### config.mk
export PLATFORM = sky130hd
export DESIGN_NAME = dsq_sequencer
export DESIGN_NICKNAME = d
export VERILOG_FILES = /design/src/dsq_pkg.sv /design/src/dsq_sequencer.sv
export SDC_FILE = /design/constraint.sdc
export NUM_CORES = 1
export LEC_CHECK = 0
export BUFFER_PORTS_ARGS = -buffer_cell sky130_fd_sc_hd__clkbuf_2
export CORE_MARGIN = 2
export CORE_UTILIZATION = 25
export DETAILED_ROUTE_END_ITERATION = 8
export HOLD_SLACK_MARGIN = 0.02
export PLACE_DENSITY_LB_ADDON = 0.2
export SYNTH_ARGS = -nofsm -noshare
export SYNTH_HDL_FRONTEND = slang
export SYNTH_SLANG_ARGS = --single-unit
### constraint.sdc
create_clock -name pclk -period 8.2 [get_ports pclk]
set_input_delay 0.82 -clock pclk [delete_from_list [all_inputs] [get_ports pclk]]
set_output_delay 0.82 -clock pclk [all_outputs]
set_load 0.01 [all_outputs]
### src/dsq_pkg.sv
// Purpose: constants and types for the delta-sigma conversion sequencer
// Assumes: APB slave, 32-bit data, one aligned word per register
// Notes: offsets are byte addresses
package dsq_pkg;
    localparam logic [7:0] OFF_CTRL = 8'h00;
    localparam logic [7:0] OFF_CFG = 8'h04;
    localparam logic [7:0] OFF_STAT = 8'h08;
    localparam logic [7:0] OFF_RESULT = 8'h0c;
    localparam logic [7:0] OFF_IRQ_STAT = 8'h10;
    localparam logic [7:0] OFF_IRQ_MASK = 8'h14;
    localparam logic [7:0] OFF_RATE = 8'h18;
    // ctrl fields
    localparam int CTRL_START = 0;
    localparam int CTRL_STOP = 1;
    // cfg fields
    localparam int CFG_MODE_LO = 0;
    localparam int CFG_RES8 = 2;
    localparam int CFG_MUX_LO = 4;
    localparam int MUX_W = 4;
    // status / irq fields
    localparam int ST_DONE = 0;
    localparam int ST_BUSY = 1;
    localparam int ST_VALID = 2;
    localparam int IRQ_DONE = 0;
    localparam int IRQ_OVR = 1;
    // priming and pipeline
    localparam int PIPE_DEPTH = 4;
    localparam logic [2:0] PRIME_CONV = 3'h3;
    localparam logic [2:0] MUX_SETTLE = 3'h4;
    // conversion length in modulator bits per result
    localparam int CLK_MHZ = 125;
    localparam int KSPS_12 = 192;
    localparam int KSPS_8 = 384;
    localparam logic [9:0] OSR_12 = 10'((CLK_MHZ * 1000) / KSPS_12);
    localparam logic [9:0] OSR_8 = 10'((CLK_MHZ * 1000) / KSPS_8);
    localparam logic [9:0] RATE_RESET = OSR_12;
    localparam logic [1:0] CFG_RESET = 2'h0;
    typedef enum logic [1:0]
    {
        MODE_SINGLE = 2'h0,
        MODE_CONT = 2'h1,
        MODE_MULTI = 2'h2,
        MODE_TURBO = 2'h3
    } dsq_mode_t;
    typedef enum logic [3:0]
    {
        ST_STANDBY = 4'b0001,
        ST_PRIME = 4'b0010,
        ST_CONVERT = 4'b0100,
        ST_HOLD = 4'b1000
    } dsq_state_t;
endpackage : dsq_pkg

### src/dsq_sequencer.sv
// Purpose: mode sequencing and decimation for a delta-sigma converter
// Assumes: modulator bit and start strobe come from outside, synchronised
// Notes: result read over APB or by dma acknowledge clears done
`timescale 1ns/100ps
module dsq_sequencer
(
    input wire logic pclk,
    input wire logic presetn,
    input wire logic psel,
    input wire logic penable,
    input wire logic pwrite,
    input wire logic [7:0] paddr,
    input wire logic [31:0] pwdata,
    output logic [31:0] prdata,
    output logic pready,
    output logic pslverr,
    input wire logic mod_bit,
    input wire logic start_strobe,
    input wire logic dma_ack,
    output logic conv_done,
    output logic irq,
    output logic [dsq_pkg::MUX_W-1:0] mux_sel,
    output logic mod_reset
);
    import dsq_pkg::*;

    logic [1:0] bit_sync;
    logic [1:0] soc_sync;
    logic soc_prev;
    logic [1:0] cfg_mode;
    logic cfg_res8;
    logic [MUX_W-1:0] cfg_mux;
    logic [9:0] rate;
    logic [1:0] irq_stat;
    logic [1:0] irq_mask;
    dsq_state_t state;
    logic [2:0] prime_cnt;
    logic [9:0] bit_cnt;
    logic [9:0] accum;
    logic [9:0] pipe [PIPE_DEPTH];
    logic [11:0] result;
    logic done;
    logic valid;
    logic [2:0] settle_cnt;
    // next values
    dsq_state_t next_state;
    logic [2:0] next_prime_cnt;
    logic [9:0] next_bit_cnt;
    logic [9:0] next_accum;
    logic [9:0] next_pipe [PIPE_DEPTH];
    logic [11:0] next_result;
    logic next_done;
    logic next_valid;
    logic [2:0] next_settle_cnt;
    logic [1:0] next_cfg_mode;
    logic next_cfg_res8;
    logic [MUX_W-1:0] next_cfg_mux;
    logic [9:0] next_rate;
    logic [1:0] next_irq_stat;
    logic [1:0] next_irq_mask;
    logic [31:0] next_prdata;
    logic next_soc_prev;

    logic wr_acc;
    logic rd_acc;
    logic start_trig;
    logic stop_req;
    logic result_read;
    logic conv_end;
    logic [9:0] osr;
    logic [11:0] sum4;
    logic mux_wr;
    logic done_evt;

    assign wr_acc = psel && penable && pwrite;
    assign rd_acc = psel && penable && !pwrite;
    assign pready = 1'b1;
    assign pslverr = 1'b0;
    // software start bit or rising edge of start strobe
    assign start_trig = (wr_acc && paddr == OFF_CTRL && pwdata[CTRL_START])
        || (soc_sync[1] && !soc_prev);
    assign stop_req = wr_acc && paddr == OFF_CTRL && pwdata[CTRL_STOP];
    assign result_read = (rd_acc && paddr == OFF_RESULT) || dma_ack;
    // conversion period, clipped so 8-bit may run twice as fast
    assign osr = (rate < (cfg_res8 ? OSR_8 : OSR_12))
        ? (cfg_res8 ? OSR_8 : OSR_12) : rate;
    assign conv_end = (state != ST_STANDBY) && (state != ST_HOLD)
        && (bit_cnt == osr - 10'h1);
    assign mux_wr = wr_acc && paddr == OFF_CFG
        && pwdata[CFG_MUX_LO +: MUX_W] != cfg_mux;
    assign done_evt = conv_end && state == ST_CONVERT;
    assign conv_done = done;
    assign irq = |(irq_stat & irq_mask);
    assign mux_sel = cfg_mux;
    assign mod_reset = (state == ST_STANDBY);

    // input synchronisers
    always_ff @(posedge pclk or negedge presetn)
    begin
        if (!presetn)
        begin
            bit_sync <= 2'h0;
            soc_sync <= 2'h0;
        end
        else
        begin
            bit_sync <= {bit_sync[0], mod_bit};
            soc_sync <= {soc_sync[0], start_strobe};
        end
    end

    // registers and sequencing next values
    always_comb
    begin
        next_cfg_mode = cfg_mode;
        next_cfg_res8 = cfg_res8;
        next_cfg_mux = cfg_mux;
        next_rate = rate;
        next_irq_mask = irq_mask;
        next_irq_stat = irq_stat;
        next_soc_prev = soc_sync[1];
        next_prdata = prdata;
        if (wr_acc && paddr == OFF_CFG)
        begin
            next_cfg_mode = pwdata[CFG_MODE_LO +: 2];
            next_cfg_res8 = pwdata[CFG_RES8];
            next_cfg_mux = pwdata[CFG_MUX_LO +: MUX_W];
        end
        else if (wr_acc && paddr == OFF_RATE)
        begin
            next_rate = pwdata[9:0];
        end
        else if (wr_acc && paddr == OFF_IRQ_MASK)
        begin
            next_irq_mask = pwdata[1:0];
        end
        else if (wr_acc && paddr == OFF_IRQ_STAT)
        begin
            next_irq_stat = irq_stat & ~pwdata[1:0];
        end
        // set wins over write-one clear
        if (done_evt)
        begin
            next_irq_stat[IRQ_DONE] = 1'b1;
            if (done)
            begin
                next_irq_stat[IRQ_OVR] = 1'b1;
            end
        end
        // read data loaded in the setup cycle, held otherwise
        if (psel && !penable && !pwrite)
        begin
            if (paddr == OFF_CFG)
                next_prdata = {24'h0, cfg_mux, 1'b0, cfg_res8, cfg_mode};
            else if (paddr == OFF_STAT)
                next_prdata = {29'h0, valid, state != ST_STANDBY, done};
            else if (paddr == OFF_RESULT)
                next_prdata = {20'h0, result};
            else if (paddr == OFF_IRQ_STAT)
                next_prdata = {30'h0, irq_stat};
            else if (paddr == OFF_IRQ_MASK)
                next_prdata = {30'h0, irq_mask};
            else if (paddr == OFF_RATE)
                next_prdata = {22'h0, rate};
            else
                next_prdata = 32'h0;
        end
    end

    // conversion sequencing
    always_comb
    begin
        next_state = state;
        next_prime_cnt = prime_cnt;
        next_bit_cnt = bit_cnt;
        next_accum = accum;
        next_pipe = pipe;
        next_result = result;
        next_done = done;
        next_valid = valid;
        next_settle_cnt = settle_cnt;
        // done holds until read; a new result sets it again
        if (result_read)
            next_done = 1'b0;
        if (mux_wr)
        begin
            next_settle_cnt = 3'h0;
            next_valid = 1'b0;
        end
        if (state != ST_STANDBY && state != ST_HOLD)
        begin
            // one-bit stream counted into a word per period
            next_accum = accum + {9'h0, bit_sync[1]};
            next_bit_cnt = bit_cnt + 10'h1;
            if (conv_end)
            begin
                next_bit_cnt = 10'h0;
                next_accum = 10'h0;
                next_pipe[0] = accum + {9'h0, bit_sync[1]};
                for (int i = 1; i < PIPE_DEPTH; i++)
                begin
                    next_pipe[i] = pipe[i-1];
                end
                if (!mux_wr && settle_cnt < MUX_SETTLE)
                begin
                    next_settle_cnt = settle_cnt + 3'h1;
                end
            end
        end
        // four latest words, the one just finished included
        sum4 = 12'(next_pipe[0]) + 12'(next_pipe[1]) + 12'(next_pipe[2])
            + 12'(next_pipe[3]);
        case (state)
            ST_STANDBY:
            begin
                if (start_trig)
                begin
                    next_state = ST_PRIME;
                    next_prime_cnt = 3'h0;
                    next_bit_cnt = 10'h0;
                    next_accum = 10'h0;
                    next_pipe = '{default: 10'h0};
                end
            end
            ST_PRIME:
            begin
                // three priming conversions before any result
                if (conv_end)
                begin
                    next_prime_cnt = prime_cnt + 3'h1;
                    if (prime_cnt == PRIME_CONV - 3'h1)
                    begin
                        next_state = ST_CONVERT;
                    end
                end
            end
            ST_CONVERT:
            begin
                if (conv_end)
                begin
                    next_result = cfg_res8
                        ? {sum4[11:4], 4'h0} : sum4;
                    next_done = 1'b1;
                    next_valid = !mux_wr
                        && settle_cnt >= MUX_SETTLE - 3'h1;
                    case (dsq_mode_t'(cfg_mode))
                        MODE_SINGLE: next_state = ST_HOLD;
                        MODE_CONT: next_state = ST_CONVERT;
                        // re-prime from an empty pipe, restart at once
                        default:
                        begin
                            next_state = ST_PRIME;
                            next_prime_cnt = 3'h0;
                            next_pipe = '{default: 10'h0};
                        end
                    endcase
                end
            end
            ST_HOLD:
            begin
                if (result_read || !done)
                begin
                    next_state = ST_STANDBY;
                end
            end
            default: next_state = ST_STANDBY;
        endcase
        if (stop_req)
        begin
            next_state = ST_STANDBY;
        end
    end

    // state registers
    always_ff @(posedge pclk or negedge presetn)
    begin
        if (!presetn)
        begin
            state <= ST_STANDBY;
            prime_cnt <= 3'h0;
            bit_cnt <= 10'h0;
            accum <= 10'h0;
            pipe <= '{default: 10'h0};
            result <= 12'h0;
            done <= 1'b0;
            valid <= 1'b0;
            settle_cnt <= 3'h0;
            cfg_mode <= CFG_RESET;
            cfg_res8 <= 1'b0;
            cfg_mux <= '0;
            rate <= RATE_RESET;
            irq_stat <= 2'h0;
            irq_mask <= 2'h0;
            prdata <= 32'h0;
            soc_prev <= 1'b0;
        end
        else
        begin
            state <= next_state;
            prime_cnt <= next_prime_cnt;
            bit_cnt <= next_bit_cnt;
            accum <= next_accum;
            pipe <= next_pipe;
            result <= next_result;
            done <= next_done;
            valid <= next_valid;
            settle_cnt <= next_settle_cnt;
            cfg_mode <= next_cfg_mode;
            cfg_res8 <= next_cfg_res8;
            cfg_mux <= next_cfg_mux;
            rate <= next_rate;
            irq_stat <= next_irq_stat;
            irq_mask <= next_irq_mask;
            prdata <= next_prdata;
            soc_prev <= next_soc_prev;
        end
    end
endmodule : dsq_sequencer

==> out/qor.txt <==
Pwr dens = 209 nW/um^2
Clock transition at the registers of the reported paths = 60 ps
Post-synth ARST share = 100%
Vias = 5419
WS Path Type = reg -> reg
Crit share post-route = 92.2%
Synth area leaders = dfrtp_1 40%, mux2_2 5.4%, fa_1 4.9%
Fin. max-slew vios = 0
TritonCTS clock tree = yes
Sink Count = 122
GRT Total Usage = 12.9%
WHS = 349 ps
Via-to-Cell Ratio = 4.58
I/O Pins = 89
Routability congestion estimate from global placement = 0.762
Yosys top cell area share = 39.6%
Top cell type by total area after synthesis = dfrtp_1
Max-cap viol count = 0
CP max-delay cell = dfstp_2
Post-DP HPWL = 13900 um
Starting Density = 25.5%
Multi-input combinational cell area = 3940 um^2
Final setup fails = 0
Fin. Hold Viols = 0
Mapped Cells = 735
Die width = 175 um
Power, Total = 1.80 mW
Worst EP required = 8540 ps
CTS H-Tree Depth = 4
Iter 0 DRT Violations = 309
Post-synth EDFFs = 0
Reg power frac = 36.5%
Final wirelength = 19000 um
Most common cell after layout, fill and taps aside = dfrtp_1
CTS Buf Count = 17
Clock skew = 10.2 ps
Tmin final = 7560 ps
Slew @ Worst Pin = 880 ps
CTS root buf = clkbuf_16
Core Area = 28800 um^2
CP endpoint kind = flip-flop
Max Fclk = 132 MHz
DR WL/cell = 16.0 um
Clk_lat worst skew = 420 ps
CP peak stage delay = 650 ps
Die H = 175 um
Die Area = 30700 um^2
Worst vdd ir = 0.137 mV
Sw Pwr = 0.554 mW
Area Growth Syn to Fin = 17.8%
Normalized max-slew margin = 41.2%
Share of layout cells above drive strength 1 = 18.6%
Post-synthesis sequential area ratio = 41.7%
Hold WC Path Type = reg -> reg
Vias in the first global route = 5607
Synthesized area = 7340 um^2
CP most frequent cell = ha_1
Filler cell count = 2986
Drt drc = 0
Area occupied by registers = 3060 um^2
Count of unique library cells instantiated by Yosys = 60
Internal Power = 1.25 mW
RSZ-0062 raised after global routing = no
Initial antenna violation count = 0
CP max FO = 10
Overflow after GRT = 0
Sw Ratio = 30.8%
Flop and latch count out of synthesis = 122
Largest net degree at the start of global routing = 69
Global-route wire length before repair = 31200 um
CP Launch Type = flip-flop
Setup Total Neg Slack = 0 ps
Post-DRT Antenna Nets = 0
Yosys warning total = 0
Fin nets = 881
Maximum clock insertion buffer count = 2
Clock Power Share = 45.7%
IO buf count = 44
Main synth FF type = dfrtp_1
First drt pass iteration count = 4
Lkg Pwr = 4.22 nW
Ant diodes = 0
Row count = 62
Syn Area/Cell = 9.98 um^2
Combinational share of power = 17.8%
Status = finished, final reports clean
Arrival @ worst endpoint = 7900 ps
Most frequent cells in the layout = 116 x dfrtp_1, 59 x nor2_1, 56 x nand2_1, 43 x clkbuf_2, 42 x a21oi_1
-- power by group through the flow --
stage | Combinational, mW | Clock, mW | Sequential (mW)
2_1_floorplan | 0.212 | 0 | 0.658
3_3_place_gp | 0.323 | 0 | 0.668
3_5_place_dp | 0.323 | 0 | 0.669
4_1_cts | 0.325 | 0.845 | 0.658
5_1_grt | 0.358 | 0.873 | 0.663
6_report | 0.321 | 0.823 | 0.658
-- per-stage QoR --
step	cell area [um^2]	instances	util, %	setup WS [ps]
after CTS	8630	1184	30.0	276
after floorplan	7410	755	-	1040
final	8640	1184	30.0	642
after global placement	7990	1152	27.7	336
after detailed placement	7990	1152	27.7	309
after global routing	8640	1184	30.0	17.0
-- worst max-delay path: cells and delay by family, from the launching register on --
family                   cells  cell delay, ps
adder cells (fa/ha/maj)      6            1790
XOR/XNOR                     1             150
AND/OR/NAND/NOR              4            1110
buffers and inverters        4             410
flip-flops                   1             650
multiplexers                 1             310
AO/OA/AOI/OAI               13            3060
-- synth_stat cells, types with 3 or more instances --
master       n
or2_2        4
dfstp_2      6
a21boi_0     3
o21a_1       3
a22o_1      14
buf_4       22
nand3_1     17
a21oi_1     42
o31ai_1      6
clkbuf_1    14
a211oi_1     7
a221oi_1     3
mux2i_1     26
xor2_1      30
ha_1        28
a22oi_1      6
nor2_1      60
o21ai_0     34
fa_1        18
dfrtp_1    116
xnor2_1      9
mux2_2      35
nor3_1      18
nor2b_1     21
buf_1        3
nand4_1      8
and3_1      12
nor4_1       3
a31oi_1      8
nand4b_1     7
inv_1       41
nand2_1     56
and2_1       3
a2111oi_0    6
nand3b_1     3
buf_2       11
a221o_1      3
-- worst paths after layout --
path	from	slack (ps)	depth (start not counted)	endpoint
max	rate[1]	640	29	result[11]
min	bit_sync[0]	350	0	bit_sync[1]
max reg2reg	rate[1]	640	29	result[11]
min reg2reg	bit_sync[0]	350	0	bit_sync[1]
max in group asynchronous	presetn	6610	2	rate[2]
min in group asynchronous	presetn	400	1	pipe[14]
-- repair_timing --
item                                    4_1_cts  5_1_grt
setup buffers                                 0        0
gates resized for setup                       0        8
endpoints found under the setup margin        0        4
hold buffers                                  0        0
hold endpoints to repair                      0        0
-- metal layers --
layer / wire [um] / GRT usage [%]
met2: 8910 / 21.2
met1: 9280 / 17.5
met3: 560 / 2.60
met5: 0 / 0
met4: 207 / 3.19
-- flip-flops by register name, indices dropped and copies added (netlist names), 3 cells and up --
register and cells:
prdata 12, bit_cnt 10, state 4, rate 10, pipe 40, mux_sel 4
result 12, accum 10, prime_cnt 3, settle_cnt 3
-- layout make-up --
type	instances	area share (%)
Inverter	41	1.78
Timing Repair Buffer	63	4.27
Clock buffer	19	5.24
Sequential cell	122	35.4
Multi-Input combinational cell	542	45.5
Tap cell	384	5.56
Clock inverter	13	2.20
-- kinds of logic (layout without fill, tap and decap cells) --
logic type	after synthesis	after routing	synth area share (%)
and+or+nand+nor	228	228	15.6
AOI/OAI and AO/OA	143	143	12.7
DFF	122	122	41.7
buffers and inverters	91	136	5.97
muxes	63	63	9.23
adders and majority gates	46	46	9.69
xor gates and xnor gates	40	40	4.96
other	2	22	0.102
No activity file was read; power rests on OpenSTA's default activity.
